**src/sas_pkg.sv**
```systemverilog
// Shared constants and types of the converter sequencer
package sas_pkg;
   // Result width of the successive approximation
   localparam int RES_BITS = 10;
   // Trigger synchronisation delay in CPU clock cycles
   localparam int TRIG_SYNC_CYCLES = 3;
   // Event points, as the converter cycle count at the tick
   // Normal: hold on falling edge of cycle 1 (1.5)
   localparam logic [4:0] SH_NORMAL = 5'h01;
   // Normal: done at the 13th rising edge
   localparam logic [4:0] END_NORMAL = 5'h0C;
   // First: hold on falling edge of cycle 13 (13.5)
   localparam logic [4:0] SH_FIRST = 5'h0D;
   // First: done at the 25th rising edge
   localparam logic [4:0] END_FIRST = 5'h18;
   // Auto: hold on rising edge 2 after the trigger
   localparam logic [4:0] SH_AUTO = 5'h01;
   // Auto: done on falling edge of cycle 13 (13.5)
   localparam logic [4:0] END_AUTO = 5'h0D;
   // Input codes below this are single ended
   localparam logic [4:0] SE_CHANNELS = 5'h0B;
   // Reset values
   localparam logic [4:0] CYC_RESET = 5'h00;
   localparam logic [RES_BITS-1:0] RESULT_RESET = 10'h000;
   localparam logic [7:0] BYTE_RESET = 8'h00;

   // Sequencer states, Gray along both start paths
   typedef enum logic [1:0] {
      ST_IDLE = 2'b00,
      ST_WAIT = 2'b01,
      ST_CONV = 2'b11,
      ST_SYNC = 2'b10
   } sas_state_type;

   // Reference and channel selection travel together
   typedef struct packed {
      logic [1:0] refsel;
      logic [4:0] mux;
   } sas_sel_type;

   localparam sas_sel_type SEL_RESET = 7'h00;

   // Division ratio: 2,2,4,8,...,128
   function automatic logic [7:0] sas_div(input logic [2:0] sel);
      logic [7:0] d;
      d = 8'h01 << sel;
      if (sel == 3'h0)
      begin
         d = 8'h02;
      end
      return d;
   endfunction
endpackage // sas_pkg

```
**src/sas_sequencer.sv**
```systemverilog
// Converter sequencer: starts, timing, selection hold and results
// Contract
// - Convert the selected input by successive approximation to 10 bits.
// - Input field picks single ended or differential pair, gain 8x or 20x.
// - Selections written while disabled stay unapplied until enable is set.
// - Result right aligned by default, left aligned when left adjust set.
// - Low byte read blocks result updates until high byte is read.
// - Done flag still rises when a blocked result is discarded.
// - Start write begins conversion; start bit high while busy.
// - Channel change during conversion waits until that conversion ends.
// - Auto trigger edge on selected source resets prescaler and starts.
// - Trigger high at completion or edges during conversion start nothing.
// - Trigger flags set regardless; software clears them before next edge.
// - Own done flag as source means free running after first start.
// - Start write still starts a single conversion with auto trigger on another source.
// - Prescaler divides per select, counts only while enabled.
// - Start bit conversion begins at next converter clock rising edge.
// - Normal conversion 13 converter cycles, first after enable 25.
// - Hold at 1.5 cycles normal, 13.5 cycles on the first.
// - Completion writes result, sets flag, clears start bit if single.
// - Auto triggered: hold at 2 cycles, 13.5 total, 3 sync clocks.
// - Free running restarts at once, start bit stays high.
// - Selection hold tracks until start, frozen, tracks in last cycle.
module sas_sequencer
#(
   parameter int TSEL_W = 3,
   parameter int DONE_SRC = 0
)
(
   input wire logic mclk,
   input wire logic nrst,
   input wire logic clk_en,
   input wire logic converter_enable_bit,
   input wire logic start_write,
   input wire logic auto_trigger_enable,
   input wire logic [TSEL_W-1:0] trigger_source_select,
   input wire logic [(1<<TSEL_W)-1:0] trigger_sources,
   input wire logic left_adjust_select,
   input wire logic [2:0] prescaler_select,
   input wire sas_pkg::sas_sel_type sw_sel,
   input wire logic done_clear,
   input wire logic low_read,
   input wire logic high_read,
   input wire logic comp_in,
   output logic start_conversion_bit,
   output logic conversion_done_flag,
   output logic [7:0] result_high_byte,
   output logic [7:0] result_low_byte,
   output sas_pkg::sas_sel_type applied_sel,
   output logic gain_bypass,
   output logic gain_20x,
   output logic analog_enable,
   output logic hold_strobe,
   output logic [sas_pkg::RES_BITS-1:0] dac_code
);
   import sas_pkg::*;

   localparam int TRIG_N = 1 << TSEL_W;

   if (DONE_SRC < 0 || DONE_SRC >= TRIG_N || TSEL_W < 1)
   begin : g_chk
      $error("sas_sequencer trigger parameters out of range");
   end

   sas_state_type state;
   sas_state_type next_state;
   logic [4:0] cyc;
   logic [1:0] sync_cnt;
   logic mode_first;
   logic mode_auto;
   logic first_due;
   logic trig_prev;
   logic locked;
   logic [RES_BITS-1:0] raw;
   logic sar_running;
   logic tick_rise;
   logic tick_fall;
   logic [TRIG_N-1:0] trig_vec;

   // Own done flag stands in at its source slot
   for (genvar i = 0; i < TRIG_N; i++)
   begin : g_trig
      if (i == DONE_SRC)
      begin : g_own
         assign trig_vec[i] = conversion_done_flag;
      end
      else
      begin : g_ext
         assign trig_vec[i] = trigger_sources[i];
      end
   end

   // Trigger and mode decode
   wire logic en = converter_enable_bit;
   wire logic free_run = auto_trigger_enable &&
      (trigger_source_select == TSEL_W'(DONE_SRC));
   wire logic trig_lvl = trig_vec[trigger_source_select];
   wire logic trig_edge = trig_lvl && !trig_prev;
   // Edges only count while idle, so busy edges are lost
   wire logic trig_start = clk_en && en && auto_trigger_enable &&
      !free_run && trig_edge && (state == ST_IDLE);
   wire logic sw_start = clk_en && en && start_write &&
      (state == ST_IDLE);
   wire logic sync_done = (state == ST_SYNC) &&
      (sync_cnt == 2'(TRIG_SYNC_CYCLES - 2));
   wire logic presc_run = en && !(clk_en && sync_done);

   // Event points by mode; the first conversion wins over auto
   wire logic [4:0] sh_cyc = mode_first ? SH_FIRST :
      (mode_auto ? SH_AUTO : SH_NORMAL);
   wire logic [4:0] end_cyc = mode_first ? END_FIRST :
      (mode_auto ? END_AUTO : END_NORMAL);
   wire logic sh_on_rise = mode_auto && !mode_first;
   wire logic conv = (state == ST_CONV);
   wire logic sh_tick = sh_on_rise ? tick_rise : tick_fall;
   wire logic end_tick = sh_on_rise ? tick_fall : tick_rise;
   wire logic sample = clk_en && conv && sh_tick &&
      (cyc == sh_cyc);
   wire logic conv_end = clk_en && conv && end_tick &&
      (cyc == end_cyc);
   wire logic sar_step = conv && tick_rise;
   wire logic restart = conv_end && free_run;
   wire logic take_result = conv_end && !locked;

   // Hold register follows software only outside the locked window
   wire logic track = en && (!conv || (cyc == end_cyc));
   wire logic sel_se = (applied_sel.mux < SE_CHANNELS);

   // Result alignment, reserved bits zero
   wire logic [7:0] next_high = left_adjust_select ? raw[9:2] :
      {6'h00, raw[9:8]};
   wire logic [7:0] next_low = left_adjust_select ? {raw[1:0], 6'h00} :
      raw[7:0];

   // Next state
   always_comb
   begin
      next_state = state;
      case (state)
         ST_IDLE:
         begin
            if (sw_start)
            begin
               next_state = ST_WAIT;
            end
            else if (trig_start)
            begin
               next_state = ST_SYNC;
            end
         end
         ST_WAIT:
            if (tick_rise)
               next_state = ST_CONV;
         ST_SYNC:
            if (sync_done)
               next_state = ST_CONV;
         ST_CONV:
            if (conv_end && !free_run)
               next_state = ST_IDLE;
         default:
            next_state = ST_IDLE;
      endcase
      // Disable aborts from any state
      if (!en)
         next_state = ST_IDLE;
   end

   // Sequencer state and cycle count
   always_ff @(posedge mclk or negedge nrst)
   begin
      if (!nrst)
      begin
         state <= ST_IDLE;
         cyc <= CYC_RESET;
         sync_cnt <= 2'h0;
         mode_auto <= 1'b0;
         mode_first <= 1'b0;
         start_conversion_bit <= 1'b0;
      end
      else if (clk_en)
      begin
         state <= next_state;
         start_conversion_bit <= (next_state != ST_IDLE);
         sync_cnt <= (state == ST_SYNC) ? sync_cnt + 2'h1 : 2'h0;
         if (state != ST_CONV || restart)
         begin
            cyc <= CYC_RESET;
            mode_auto <= (state == ST_SYNC);
            mode_first <= first_due && !restart;
         end
         else if (tick_rise)
         begin
            cyc <= cyc + 5'h01;
         end
      end
   end

   // First conversion after enable, trigger edge history
   always_ff @(posedge mclk or negedge nrst)
   begin
      if (!nrst)
      begin
         first_due <= 1'b1;
         trig_prev <= 1'b0;
         analog_enable <= 1'b0;
      end
      else if (clk_en)
      begin
         first_due <= !en || (first_due && !conv_end);
         trig_prev <= trig_lvl;
         analog_enable <= en;
      end
   end

   // Done flag: completion wins over a same-cycle clear
   always_ff @(posedge mclk or negedge nrst)
   begin
      if (!nrst)
      begin
         conversion_done_flag <= 1'b0;
      end
      else if (clk_en)
      begin
         conversion_done_flag <= conv_end ||
            (conversion_done_flag && !done_clear);
      end
   end

   // Byte lock: low read closes, high read reopens
   always_ff @(posedge mclk or negedge nrst)
   begin
      if (!nrst)
      begin
         locked <= 1'b0;
      end
      else if (clk_en)
      begin
         locked <= !high_read && (low_read || locked);
      end
   end

   // Raw result and presented bytes
   always_ff @(posedge mclk or negedge nrst)
   begin
      if (!nrst)
      begin
         raw <= RESULT_RESET;
         result_high_byte <= BYTE_RESET;
         result_low_byte <= BYTE_RESET;
      end
      else if (clk_en)
      begin
         if (take_result)
         begin
            raw <= dac_code;
         end
         result_high_byte <= next_high;
         result_low_byte <= next_low;
      end
   end

   // Applied selection and gain path, hold strobe to the analog side
   always_ff @(posedge mclk or negedge nrst)
   begin
      if (!nrst)
      begin
         applied_sel <= SEL_RESET;
         gain_bypass <= 1'b1;
         gain_20x <= 1'b0;
         hold_strobe <= 1'b0;
      end
      else if (clk_en)
      begin
         if (track)
         begin
            applied_sel <= sw_sel;
         end
         gain_bypass <= sel_se;
         gain_20x <= !sel_se && applied_sel.mux[0];
         hold_strobe <= sample;
      end
   end

   sas_prescaler u_presc
   (
      .mclk(mclk),
      .nrst(nrst),
      .ce(clk_en),
      .run(presc_run),
      .sel(prescaler_select),
      .rise(tick_rise),
      .fall(tick_fall)
   );

   sas_sar #(.W(RES_BITS)) u_sar
   (
      .mclk(mclk),
      .nrst(nrst),
      .ce(clk_en),
      .abort(!en),
      .sample(sample),
      .step(sar_step),
      .comp_in(comp_in),
      .dac_code(dac_code),
      .running(sar_running)
   );
endmodule // sas_sequencer

```
**src/sas_prescaler.sv**
```systemverilog
// Converter clock prescaler giving rising and falling ticks
module sas_prescaler
(
   input wire logic mclk,
   input wire logic nrst,
   input wire logic ce,
   input wire logic run,
   input wire logic [2:0] sel,
   output logic rise,
   output logic fall
);
   import sas_pkg::*;

   logic [7:0] cnt;
   wire logic [7:0] div = sas_div(sel);
   // At or past the top, so a smaller ratio in mid count cannot wrap
   wire logic at_top = (cnt >= div - 8'h01);
   wire logic at_half = (cnt == (div >> 1) - 8'h01);
   wire logic [7:0] next_cnt = at_top ? 8'h00 : cnt + 8'h01;

   // Counter held at zero while not running
   always_ff @(posedge mclk or negedge nrst)
   begin
      if (!nrst)
      begin
         cnt <= 8'h00;
         rise <= 1'b0;
         fall <= 1'b0;
      end
      else if (ce)
      begin
         cnt <= run ? next_cnt : 8'h00;
         rise <= run && at_top;
         fall <= run && at_half;
      end
   end
endmodule // sas_prescaler

```
**src/sas_sar.sv**
```systemverilog
// Successive approximation trial register
module sas_sar
#(
   parameter int W = 10
)
(
   input wire logic mclk,
   input wire logic nrst,
   input wire logic ce,
   input wire logic abort,
   input wire logic sample,
   input wire logic step,
   input wire logic comp_in,
   output logic [W-1:0] dac_code,
   output logic running
);
   if (W < 2)
   begin : g_chk
      $error("sas_sar width too small");
   end

   logic [W-1:0] mask;
   wire logic [W-1:0] top = {1'b1, {(W-1){1'b0}}};
   // Keep the trial bit when the input is at or above the DAC
   wire logic [W-1:0] kept = comp_in ? dac_code : (dac_code & ~mask);
   wire logic [W-1:0] next_code = kept | (mask >> 1);

   // Sample loads the midscale trial; each step resolves one bit
   always_ff @(posedge mclk or negedge nrst)
   begin
      if (!nrst)
      begin
         dac_code <= '0;
         mask <= '0;
         running <= 1'b0;
      end
      else if (ce)
      begin
         if (abort)
         begin
            mask <= '0;
            running <= 1'b0;
         end
         else if (sample)
         begin
            dac_code <= top;
            mask <= top;
            running <= 1'b1;
         end
         else if (step && running)
         begin
            dac_code <= next_code;
            mask <= mask >> 1;
            running <= (mask != {{(W-1){1'b0}}, 1'b1});
         end
      end
   end
endmodule // sas_sar

```
**config.mk**
```make
export PLATFORM = sky130hd
export DESIGN_NAME = sas_sequencer
export DESIGN_NICKNAME = d
export VERILOG_FILES = /design/src/sas_pkg.sv /design/src/sas_sequencer.sv /design/src/sas_prescaler.sv /design/src/sas_sar.sv
export SDC_FILE = /design/constraint.sdc
export NUM_CORES = 1
export LEC_CHECK = 0
export BUFFER_PORTS_ARGS = -buffer_cell sky130_fd_sc_hd__buf_2
export CELL_PAD_IN_SITES_DETAIL_PLACEMENT = 1
export CELL_PAD_IN_SITES_GLOBAL_PLACEMENT = 1
export CORE_MARGIN = 4
export CORE_UTILIZATION = 44
export DETAILED_ROUTE_END_ITERATION = 8
export PLACE_DENSITY = 0.84
export SYNTH_ARGS = -nofsm -noshare
export SYNTH_HDL_FRONTEND = slang
export SYNTH_SLANG_ARGS = --single-unit
```
**constraint.sdc**
```tcl
create_clock -name mclk -period 3 [get_ports mclk]
set_input_delay 0.3 -clock mclk [delete_from_list [all_inputs] [get_ports mclk]]
set_output_delay 0.3 -clock mclk [all_outputs]
set_load 0.02 [all_outputs]
```
Word level (Yosys, flattened, before mapping)
Cells that the tools add are included.
Widths: inputs -> output; s select.
{ "word_totals": {"reg_bits": 84, "n_memories": 0, "mem_bits_ro": 0, "latch_bits": 0, "ramBits": 0} }
{ "classes": {"n_mux": 31, "addsub": 5, "div_mod_pow": 0, "bitwise_logic": 3, "eq_ne": 10, "shift": 1, "n_reduce_logical": 60, "n_lt_le_gt_ge": 3, "multipliers": 0} }
{ "op_table": {"columns": ["operator", "count"], "rows": [
  ["$mux 10", 6],
  ["$mux 8", 5],
  ["$logic_and 1x1->1", 31],
  ["$mux 5", 3],
  ["$mux 2", 7],
  ["$logic_not 1->1", 12],
  ["$and 10x10->10", 1],
  ["$ne 10x1->1 const B", 1],
  ["$not 10->10", 1],
  ["$or 10x9->10", 1],
  ["$reduce_and 2->1", 5],
  ["$add 8x1->8 const B", 1],
  ["$eq 8x8->1", 1],
  ["$ge 8x8->1", 1],
  ["$pmux 2 s4", 1],
  ["$shl 1x3->8 const A", 1],
  ["$sub 7x1->8 const B", 1],
  ["$sub 8x1->8 const B", 1],
  ["$mux 1", 7],
  ["$logic_not 3->1", 2],
  ["$reduce_bool 2->1", 3],
  ["$add 5x1->5 const B", 1],
  ["$eq 5x4->1", 1],
  ["$eq 5x5->1", 1],
  ["12 further kinds", 18]
]} }

Logic depth before layout (Yosys ltp)
Gate-level depths: netlist of the first run.
{ "depth": {"word_depth": 11, "ltp_mapped": 12} }

Hierarchy
A second synthesis of the first run with hierarchy kept.
{ "hier_totals": {"cells_unflattened": 373, "hier_area_um2": 4169.0} }
{ "modules_own_cells": {"columns": ["mod", "area_each_um2", "cells_per_inst", "instances"], "rows": [
  ["sas_sequencer", 2478.6, 219, 1],
  ["sas_sar", 885.8, 67, 1],
  ["sas_prescaler", 804.5, 87, 1]
]} }

Worst setup path before layout of the first run
No wires, ideal clock.
{ "synth_timing": {"kind": "input -> register", "from": "in prescaler_select[2]", "to": "reg u_presc.cnt[5]", "setup_slack_ps": 180, "n_path_buf": 2, "t_arrival_ps": 2738, "cell_stages": 12, "required_time_ps": 2918, "cell_sequence": "clkbuf_1 or3b_2 ha_1 nor3b_1 a21oi_1 ha_1 a21oi_1 o21ai_0 a211oi_1 clkbuf_1 a41oi_1 a31oi_1"} }
{ "synth_between": {"elab_chain_cells": 6, "word_cells_on_any_way": 7, "classes_between": "1 x add/sub; 1 x order compare; 1 x shift; 3 x mux; 1 x reduce/logical"} }
{ "synth_lines": {"columns": ["element", "line", "source"], "rows": [
  ["start, declared", "sas_sequencer.sv:39", "input wire logic [2:0] prescaler_select,"],
  ["$logic_not 3->1 or $shl 1x3->8 (tied branches)", "sas_pkg.sv:47, sas_pkg.sv:46", null],
  ["$mux 8 *", "sas_pkg.sv:47", "if (sel == 3'h0)"],
  ["$sub 8x1->8 *", "sas_prescaler.sv:17", "wire logic at_top = (cnt >= div - 8'h01);"],
  ["$ge 8x8->1 *", "sas_prescaler.sv:17", null],
  ["$mux 8 *", "sas_prescaler.sv:19", "wire logic [7:0] next_cnt = at_top ? 8'h00 : cnt + 8'h01;"],
  ["$mux 8 *", "sas_prescaler.sv:32", "cnt <= run ? next_cnt : 8'h00;"],
  ["end signal, assigned", "sas_prescaler.sv:32", null],
  ["end, declared", "sas_prescaler.sv:14", "logic [7:0] cnt;"]
]} }
Every way passes the cells marked *; elsewhere a longest branch is shown, timed or not.
A chain may end at the register's enable or synchronous reset.

Final worst setup path of the first run
{ "layout_timing": {"from": "reg mode_first", "to": "reg raw[0]"} }
{ "layout_between": {"elab_chain_cells": 7, "word_cells_on_any_way": 9, "classes_between": "1 x eq/ne; 2 x mux; 6 x reduce/logical"} }
{ "layout_lines": {"columns": ["element", "line", "source"], "rows": [
  ["start, declared", "sas_sequencer.sv:69", "logic mode_first;"],
  ["start signal, assigned", "sas_sequencer.sv:189", "mode_first <= first_due && !restart;"],
  ["parallel branches: the longest is 4 deep, another holds $mux 5", null, null],
  ["$logic_and 1x1->1 *", "sas_sequencer.sv:119", "wire logic conv_end = clk_en && conv && end_tick &&"],
  ["$logic_and 1x1->1 *", "sas_sequencer.sv:123", "wire logic take_result = conv_end && !locked;"],
  ["$reduce_and 2->1 (no source line) *", null, null],
  ["end signal, assigned", "sas_sequencer.sv:255", "raw <= dac_code;"],
  ["end, declared", "sas_sequencer.sv:74", "logic [RES_BITS-1:0] raw;"]
]} }
Every way passes the cells marked *.

==> summary.md, run 1 <==
| Metric | Value |
|---|---|
| Crit path largest cell delay | `640 ps` |
| NetSw | `669.2 uW` |
| Tot GR Track Use | `20.09%` |
| Power per cell area | `494.8 nW/um2` |
| Antenna Cells | `0` |
| Design Area, Final | `4778 um2` |
| Maximum vdd drop | `0.3039 mV` |
| Routed wire length | `10630 um` |
| Flop-to-flop setup slack | `370 ps` |
| Fmax | `380.3 MHz` |
| Worst Skew | `8.550 ps` |
| Path depth of the worst reg2reg path | `5` |
| Root buf cell | `clkbuf_8` |
| Main synth FF type | `dfrtp_1` |
| Status | `finished clean` |
| Buf+Inv Stages, Crit Path | `0` |
| Die Ht | `104.6 um` |
| Postcts setup bufs | `0` |
| RePlAce Congestion | `0.7821` |
| Crit-path leading delay family | `simple AND/OR/NAND/NOR gates` |
| Final hold vios | `0` |
| Seq pwr share | `52.2%` |
| Largest net degree at the start of global routing | `85` |
| Initial cell density of the core | `46.20%` |
| Post-layout net count | `501` |
| Worst min-delay path class | `in2async` |
| Hold Buf Count CTS | `0` |
| First-pass GRT wire length | `17990 um` |
| Clock power share | `35.2%` |
| DR DRC count | `0` |
| P_leak | `2.307 nW` |
| Switching fraction of total power | `28.30%` |
| DR iter-0 viols | `134` |
| Number of synthesized flops with an enable pin | `0` |
| Area growth from synthesis to layout | `16.33%` |
| Synth Cell Area | `4108 um2` |
| Initial antenna violation count | `0` |
| Logic pwr share | `12.6%` |
| RSZ-0062 raised after global routing | `no` |
| Placed cell area | `4574 um2` |
| Critical Path Sink Type | `flop` |
| Maximum clock path buffer count | `2` |
| Mapped Avg Cell Area | `10.61 um2` |
| Via density | `5.786` |
| Async SR Flop Fraction | `100.0%` |
| IO Port Bufs | `69` |
| DRT Pass-1 Iters | `4` |
| WS Path Type | `reg2reg` |
| FF/Latch Area | `2105 um2` |
| Sequential-to-total area share from yosys stat | `51.23%` |
| RR Startpoint | `mode_first` |
| # IOs | `71` |
| Core Footprint | `8891 um2` |
| Multi-input gate area | `1867 um2` |
| Cell with the most instances after synthesis | `dfrtp_1` |
| Maxcap violations | `0` |
| CTS Buf Count | `9` |
| Post-synthesis cell type count | `56` |
| CP max FO | `10` |
| Die width | `104.6 um` |
| Tmin final | `2630 ps` |
| Placed cells | `554` |
| Fillers | `1030` |
| Post-Synthesis Cells | `387` |
| Final period util | `87.65%` |
| Worst-path cell chain | `nor2b_1 > mux2i_1 > nand2_2 > nor4_4 > mux2_2` |
| Synth area leaders | `dfrtp_1, mux2_2, ha_1` |
| Fraction of layout cells with a size suffix above 1 | `27.06%` |
| Capturing point of the worst reg2reg path | `raw[0]` |
| CTS clk-pin slew, worst paths | `90 ps` |
| Synth Net Count | `431` |
| Skew-Pair Late Insertion Delay | `360 ps` |
| Yosys warnings | `0` |
| Final core utilization | `53.74%` |
| Yosys reg bits | `84` |
| CP Data Arrival Time | `2870 ps` |
| Full die area | `10950 um2` |
| Worst slew margin | `29.89%` |
| CP max stage cell | `nor4_4` |
| Final slew viol count | `0` |
| Vias in the first global route | `3534` |
| Sink Count | `84` |
| Rows | `34` |
| Int Pwr | `1.695 mW` |
| H-tree Lvls | `3` |
| Area leader, netlist | `dfrtp_1` |
| Worst setup SP type | `flop` |
| ANT nets after route | `0` |
| Setup TNS | `0 ps` |
| CTS tree | `built` |
| Slew @ Worst Pin | `1052 ps` |
| Gr ovfl total | `0` |
| Setup violations, final | `0` |
| Yosys top cell area share | `49.95%` |
| Post_cts resized | `0` |
| Non-Filler Instances | `570` |
| Critical path data required time | `3240 ps` |
| Via count | `3298` |
| Post-DP HPWL | `7766 um` |
| Most common library cells after synthesis | `dfrtp_1, a21oi_1, nor2_1, nand2_1, mux2_2` |
| Wire per inst | `18.65 um` |
## logic make-up after synthesis
logic type,share of synthesized area [%]
buf+inv,3.320
xor+xnor,1.280
fa+ha+maj,3.899
mux,8.255
simple gates,13.65
flops,51.23
compound gates,18.37
## worst max-delay path by stage
| stage | slack, ps | startpoint | endpoint | cells past startpoint |
|---|---|---|---|---|
| floorplan | 180 | prescaler_select[2] | u_presc.cnt[5] | 12 |
| global placement | 260 | prescaler_select[2] | u_presc.cnt[5] | 12 |
| detailed placement | 140 | prescaler_select[2] | u_presc.cnt[5] | 12 |
| CTS | 400 | mode_first | raw[0] | 5 |
| global route | 220 | mode_first | raw[3] | 5 |
| finish | 370 | mode_first | raw[0] | 5 |
## per-stage QoR
stage               worst slack (ps)  power, mW  hold slack (ps)
floorplan                      180.4      1.428            4.409
global placement               263.7      1.539            460.9
detailed placement             139.5      1.558            477.2
CTS                            398.1      2.390            105.8
global route                   220.8      2.474            111.0
finish                         370.5      2.365            108.1
## worst register-to-register path, stage by stage (launching register included)
cell and delay (ps):
dfrtp_1 450, nor2b_1 340, mux2i_1 540, nand2_2 140
nor4_4 640, mux2_2 420
## layer usage
layer | vias to the layer above | global-route usage [%] | wire length [um]
li1 | 1549 | - | -
met1 | 1694 | 25.61 | 4521
met2 | 48 | 35.56 | 5690
met3 | 7 | 3.576 | 318
met4 | 0 | 5.061 | 102
met5 | - | 0 | 0
## power by group through the flow
stage	registers (mW)	logic [mW]	clock network, mW
global placement	1.25	0.285	0
finish	1.24	0.297	0.832
floorplan	1.27	0.153	0
global route	1.25	0.331	0.897
detailed placement	1.26	0.302	0
CTS	1.23	0.303	0.852
## layout by cell type, fill, tap and decap left out, types with 2 or more instances in the layout
| cell type | netlist | final |
|---|---|---|
| dfrtp_1 | 82 | 82 |
| buf_2 | 1 | 68 |
| a21oi_1 | 27 | 27 |
| nor2_1 | 27 | 27 |
| nand2_1 | 24 | 24 |
| mux2_2 | 21 | 21 |
| o21ai_0 | 18 | 18 |
| inv_1 | 17 | 17 |
| nand3_1 | 17 | 17 |
| a22o_1 | 17 | 17 |
| ha_1 | 12 | 12 |
| a31oi_1 | 10 | 10 |
| a22oi_1 | 10 | 10 |
| clkbuf_8 | 0 | 9 |
| mux2i_1 | 8 | 8 |
| buf_4 | 1 | 8 |
| nand2b_1 | 7 | 7 |
| a21o_1 | 7 | 7 |
| o2bb2ai_1 | 7 | 7 |
| nor2b_1 | 5 | 5 |
| and3_1 | 5 | 5 |
| nor3_1 | 4 | 4 |
| xnor2_1 | 3 | 3 |
| nor4b_1 | 3 | 3 |
| nor4_1 | 3 | 3 |
| o22ai_1 | 3 | 3 |
| xor2_1 | 3 | 3 |
| inv_6 | 0 | 3 |
| nand4_1 | 2 | 2 |
| clkinvlp_4 | 0 | 2 |
| dfstp_2 | 2 | 2 |
## state kept, by name (all words and copies together), names as in the netlist, 2 cells and up
register and count:
raw 10, u_sar.dac_code 10, u_sar.mask 10, result_high_byte 8, result_low_byte 8, u_presc.cnt 8
applied_sel 7, cyc 5, state 2, sync_cnt 2
## area by class of cell
| type | count | share of cell area [%] |
|---|---|---|
| clock buffers | 9 | 2.592 |
| clock inverters | 7 | 1.676 |
| inverters | 18 | 1.414 |
| multi-input cells | 268 | 39.07 |
| flip-flops and latches | 84 | 44.04 |
| well taps | 108 | 2.828 |
| repair buffers | 76 | 8.379 |
No activity file was read; power rests on OpenSTA's default activity.
==> run 2, diff against run 1 <==
RECOVER_POWER = 25   (was default)
==> run 2 against run 1 <==
  * The flow now finishes with violations (capacitance limit, slew limit)
  * Worst hold slack gained 5.7 ps
  * Critical path depth is the same
  * Die area is the same
  * Flip-flop and latch count is the same
  * Cell count is the same
  * First-iteration DRC count shrank 3.0%
  * Clock skew shrank 1.3 ps
  * Sequential share of layout area grew 0.069 points
  * Core utilization shrank 0.084 points
  * Sequential power is essentially flat
  * Critical path type unchanged
  * Largest cell class unchanged
  * Highest routed layer unchanged
==> summary.md, run 2 (synthesis results as in run 1) <==
| Metric | Value |
|---|---|
| Non-Filler Instances | `570` |
| Rows | `34` |
| Core Footprint | `8891 um2` |
| Post-layout net count | `501` |
| ANT nets after route | `0` |
| Path depth of the worst reg2reg path | `5` |
| Tot GR Track Use | `20.09%` |
| Die width | `104.6 um` |
| Post-DP HPWL | `7766 um` |
| Post_cts resized | `0` |
| Vias in the first global route | `3534` |
| Power Total | `2.366 mW` |
| Most common cell after layout, fill and taps aside | `dfrtp_1` |
| CTS clk-pin slew, worst paths | `90 ps` |
| Wire per inst | `18.64 um` |
| Failing checks | `capacitance limit, slew limit` |
| Critical Path Sink Type | `flop` |
| Largest net degree at the start of global routing | `85` |
| Hold Buf Count CTS | `0` |
| Full die area | `10950 um2` |
| Power per cell area | `495.9 nW/um2` |
| Status | `complete, but fails checks` |
| CTS tree | `built` |
| Flop-to-flop setup slack | `360 ps` |
| WS Path Type | `reg2reg` |
| Worst slew margin | `-37.56%` |
| RSZ-0062 raised after global routing | `no` |
| Postcts setup bufs | `0` |
| Area growth from synthesis to layout | `16.14%` |
| Die Ht | `104.6 um` |
| Hold_ws | `113.8 ps` |
| Worst min-delay path class | `in2reg` |
| Via count | `3304` |
| Tmin final | `2636 ps` |
| Critical path data required time | `3240 ps` |
| Final core utilization | `53.66%` |
| Maximum clock path buffer count | `2` |
| CP Data Arrival Time | `2880 ps` |
| P_leak | `2.300 nW` |
| RePlAce Congestion | `0.7821` |
| Final period util | `87.87%` |
| Routed wire length | `10630 um` |
| Antenna Cells | `0` |
| H-tree Lvls | `3` |
| DR iter-0 viols | `130` |
| Final slew viol count | `85` |
| Final hold vios | `0` |
| Worst Skew | `7.273 ps` |
| Fraction of layout cells with a size suffix above 1 | `26.62%` |
| CP max FO | `10` |
| First-pass GRT wire length | `17990 um` |
| Worst setup path endpoint | `raw[0]` |
| Sink Count | `84` |
| Slew @ Worst Pin | `2063 ps` |
| DRT Pass-1 Iters | `4` |
| Initial antenna violation count | `0` |
| Gr ovfl total | `0` |
| DR DRC count | `0` |
| Crit path launch | `mode_first` |
| Skew-Pair Late Insertion Delay | `360 ps` |
| Initial cell density of the core | `46.20%` |
| IO Port Bufs | `69` |
| Fmax | `379.4 MHz` |
| Placed cells | `554` |
| # IOs | `71` |
| Biggest regs | `raw x10, u_sar.dac_code x10, u_sar.mask x10` |
| Most frequent cells in the layout | `dfrtp_1, buf_2, a21oi_1, nor2_1, nand2_1` |
| Setup TNS | `0 ps` |
| Via density | `5.796` |
| Root buf cell | `clkbuf_8` |
| Maximum vdd drop | `0.3053 mV` |
| RR Startpoint | `mode_first` |
| Setup violations, final | `0` |
| Capturing point of the worst reg2reg path | `raw[0]` |
| Worst setup SP type | `flop` |
| CTS Buf Count | `9` |
| Maxcap violations | `1` |
## run 2: cell types whose count changed in the layout (fill, tap and decap cells not counted), sizes merged
cell    delta
buf        -3
clkbuf     +3
## run 2: layer usage
metal,part of all wire [%],routed length [um],up-vias,global-route usage (%)
li1,-,-,1549,-
met1,43,4539,1696,25.61
met2,54,5686,52,35.56
met3,2.9,303,7,3.576
met4,0.91,97,0,5.061
met5,0,0,-,0
## run 2: layout make-up
class | instances | area [um2]
clock buffers | 9 | 123.9
clock inverters | 7 | 80.08
fillers | 1032 | 4120
inverters | 18 | 67.56
multi-input cells | 268 | 1867
flip-flops and latches | 84 | 2105
well taps | 108 | 135.1
repair buffers | 76 | 392.9
## run 2: report_power, final
part / switching [mW] / internal [mW]
Clock: 0.440 / 0.395
Sequential: 0.0536 / 1.18
Combinational: 0.178 / 0.118
Total: 0.671 / 1.69
## run 2: worst min-delay path by stage
stage	startpoint	depth (start not counted)	endpoint
after global placement	hold_strobe	1	hold_strobe
after floorplan	nrst	0	analog_enable
after CTS	high_read	2	locked
after detailed placement	start_conversion_bit	1	start_conversion_bit
final	high_read	2	locked
after global routing	high_read	2	locked
## run 2: worst max-delay path: stages, from the launching register on
cell and delay, ps:
dfrtp_1 450, nor2b_1 340, mux2i_1 540, nand2_2 130, nor4_4 650, mux2_2 420
## run 2: per-stage QoR
stage	setup slack, ps	area (um2)
3_5_place_dp	139.5	4574
3_3_place_gp	263.7	4574
5_1_grt	220.8	4771
6_report	364.0	4771
4_1_cts	398.1	4778
2_1_floorplan	180.4	4108
==> run 3, diff against run 2 <==
CORE_UTILIZATION = 39   (was 44)
PLACE_DENSITY = 0.79   (was 0.84)
clock period = 2.3 ns   (was 3 ns; I/O delays follow)
==> run 3 against run 2 <==
  * Clock-buffer cell count up 1
  * Clock skew increased by 5.0 ps
  * Sequential power is 30% higher
  * The flow now finishes without violations
==> summary.md, run 3 (synthesis results as in run 1) <==
| Metric | Value |
|---|---|
| Status | `finished clean` |
| Post-layout net count | `515` |
| Crit-path leading delay family | `simple AND/OR/NAND/NOR gates` |
| CTS clk-pin slew, worst paths | `90 ps` |
| # IOs | `71` |
| CTS Buf Count | `9` |
| Initial antenna violation count | `0` |
| Most frequent cells in the layout | `dfrtp_1, buf_2, a21oi_1, nor2_1, nand2_1` |
| NetSw | `873.1 uW` |
| Hold_ws | `48.00 ps` |
| Seq pwr share | `53.4%` |
| Gr ovfl total | `0` |
| Final worst slack | `99.26 ps` |
| Via count | `3372` |
| FF/Latch Area | `2105 um2` |
| Fraction of layout cells with a size suffix above 1 | `30.04%` |
| First-pass GRT wire length | `18320 um` |
| Maxcap violations | `0` |
| Slew @ Worst Pin | `1091 ps` |
| Sink Count | `84` |
| Biggest regs | `raw x10, u_sar.dac_code x10, u_sar.mask x10` |
| Crit path largest cell delay | `460 ps` |
| Worst min-delay path class | `in2reg` |
| H-tree Lvls | `3` |
| Setup TNS | `0 ps` |
| Vias in the first global route | `3625` |
| Final slew viol count | `0` |
| CP max stage cell | `dfrtp_1` |
| DRT Pass-1 Iters | `4` |
| Antenna Cells | `0` |
| Buf+Inv Stages, Crit Path | `1` |
| Worst slack, placed | `-85.30 ps` |
| Worst-path cell chain | `or3b_4 > a211oi_4 > nand2_2 > nor4_4 > buf_12 > mux2_2` |
| Setup violations, final | `0` |
| DR DRC count | `0` |
| Fmax | `454.4 MHz` |
| Area growth from synthesis to layout | `20.83%` |
| Rows | `37` |
| Via density | `5.510` |
| Core Footprint | `10280 um2` |
| Routed wire length | `10590 um` |
| ANT nets after route | `0` |
| Worst slew margin | `27.25%` |
| P_leak | `2.373 nW` |
| Int Pwr | `2.144 mW` |
| Initial cell density of the core | `39.97%` |
| Tmin final | `2201 ps` |
| Placed cells | `595` |
| Maximum clock path buffer count | `2` |
| RSZ-0062 raised after global routing | `no` |
| Switching fraction of total power | `28.94%` |
| Fillers | `1173` |
| Postcts setup bufs | `0` |
| IO Port Bufs | `69` |
| Maximum vdd drop | `0.3351 mV` |
| Root buf cell | `clkbuf_8` |
| Non-Filler Instances | `612` |
| Final core utilization | `48.30%` |
| Power per cell area | `607.9 nW/um2` |
| Post-DP HPWL | `7733 um` |
| CTS tree | `built` |
| Final period util | `95.68%` |
| Die width | `110.6 um` |
| Tot GR Track Use | `18.02%` |
| DR iter-0 viols | `177` |
| WS Path Type | `reg2reg` |
| Critical path data required time | `2550 ps` |
| Full die area | `12240 um2` |
| Final hold vios | `0` |
| Skew-Pair Late Insertion Delay | `360 ps` |
| Most common cell after layout, fill and taps aside | `dfrtp_1` |
| Die Ht | `110.6 um` |
| Logic pwr share | `13.5%` |
| CP max FO | `10` |
| Worst setup SP type | `flop` |
| CP Data Arrival Time | `2450 ps` |
| Worst Skew | `12.31 ps` |
| Wire per inst | `17.31 um` |
| Largest net degree at the start of global routing | `44` |
| Critical Path Sink Type | `flop` |
| Multi-input gate area | `1912 um2` |
| Clock power share | `33.1%` |
| RePlAce Congestion | `0.8353` |
[run 3: final cells by class]
type                    count  share of cell area, %
flip-flops and latches     84                  42.40
multi-input cells         268                  38.52
repair buffers             90                  10.59
well taps                 136                  3.428
clock buffers              10                  2.773
inverters                  18                  1.361
clock inverters             6                 0.9327
[run 3: power groups by stage]
stage	logic [mW]	clock network (mW)	registers (mW)
2_1_floorplan	0.211	0	1.66
3_3_place_gp	0.398	0	1.63
3_5_place_dp	0.414	0	1.64
4_1_cts	0.416	1.03	1.61
5_1_grt	0.460	1.10	1.62
6_report	0.408	0.998	1.61
[run 3: worst register-to-register path, cell delays in order, from the launching register on]
cell and delay (ps):
dfrtp_1 460, or3b_4 430, a211oi_4 370, nand2_2 110
nor4_4 200, buf_12 180, mux2_2 350
[run 3: through the flow]
step	power, mW	cell area (um2)
detailed placement	2.054	4765
global route	3.186	4964
CTS	3.058	4959
finish	3.017	4964
floorplan	1.874	4165
global placement	2.032	4765
[run 3: path summary, 6_finish.rpt]
| kind | from | endpoint | slack, ps | depth (start not counted) |
|---|---|---|---|---|
| hold reg to reg | hold_strobe | hold_strobe | 480 | 1 |
| hold / removal | high_read | locked | 50 | 2 |
| max in group asynchronous | nrst | analog_enable | 860 | 3 |
| setup / recovery | mode_first | raw[0] | 100 | 6 |
| setup reg to reg | mode_first | raw[0] | 100 | 6 |
| min in group asynchronous | nrst | result_low_byte[4] | 600 | 2 |
[run 3: per-layer routing]
metal	global-route usage, %	share of wire [%]	wire [um]	vias to the layer above
met3	3.781	3.2	335	8
met2	30.30	51	5419	57
met5	0	0	0	-
li1	-	-	-	1581
met1	24.11	45	4755	1726
met4	3.777	0.77	82	0
[run 3: timing repair]
action                                 in CTS  in global routing
gates resized for setup                     0                  3
endpoints found under the hold margin      38                  0
setup endpoints to repair                   0                  6
hold buffers                                1                  0
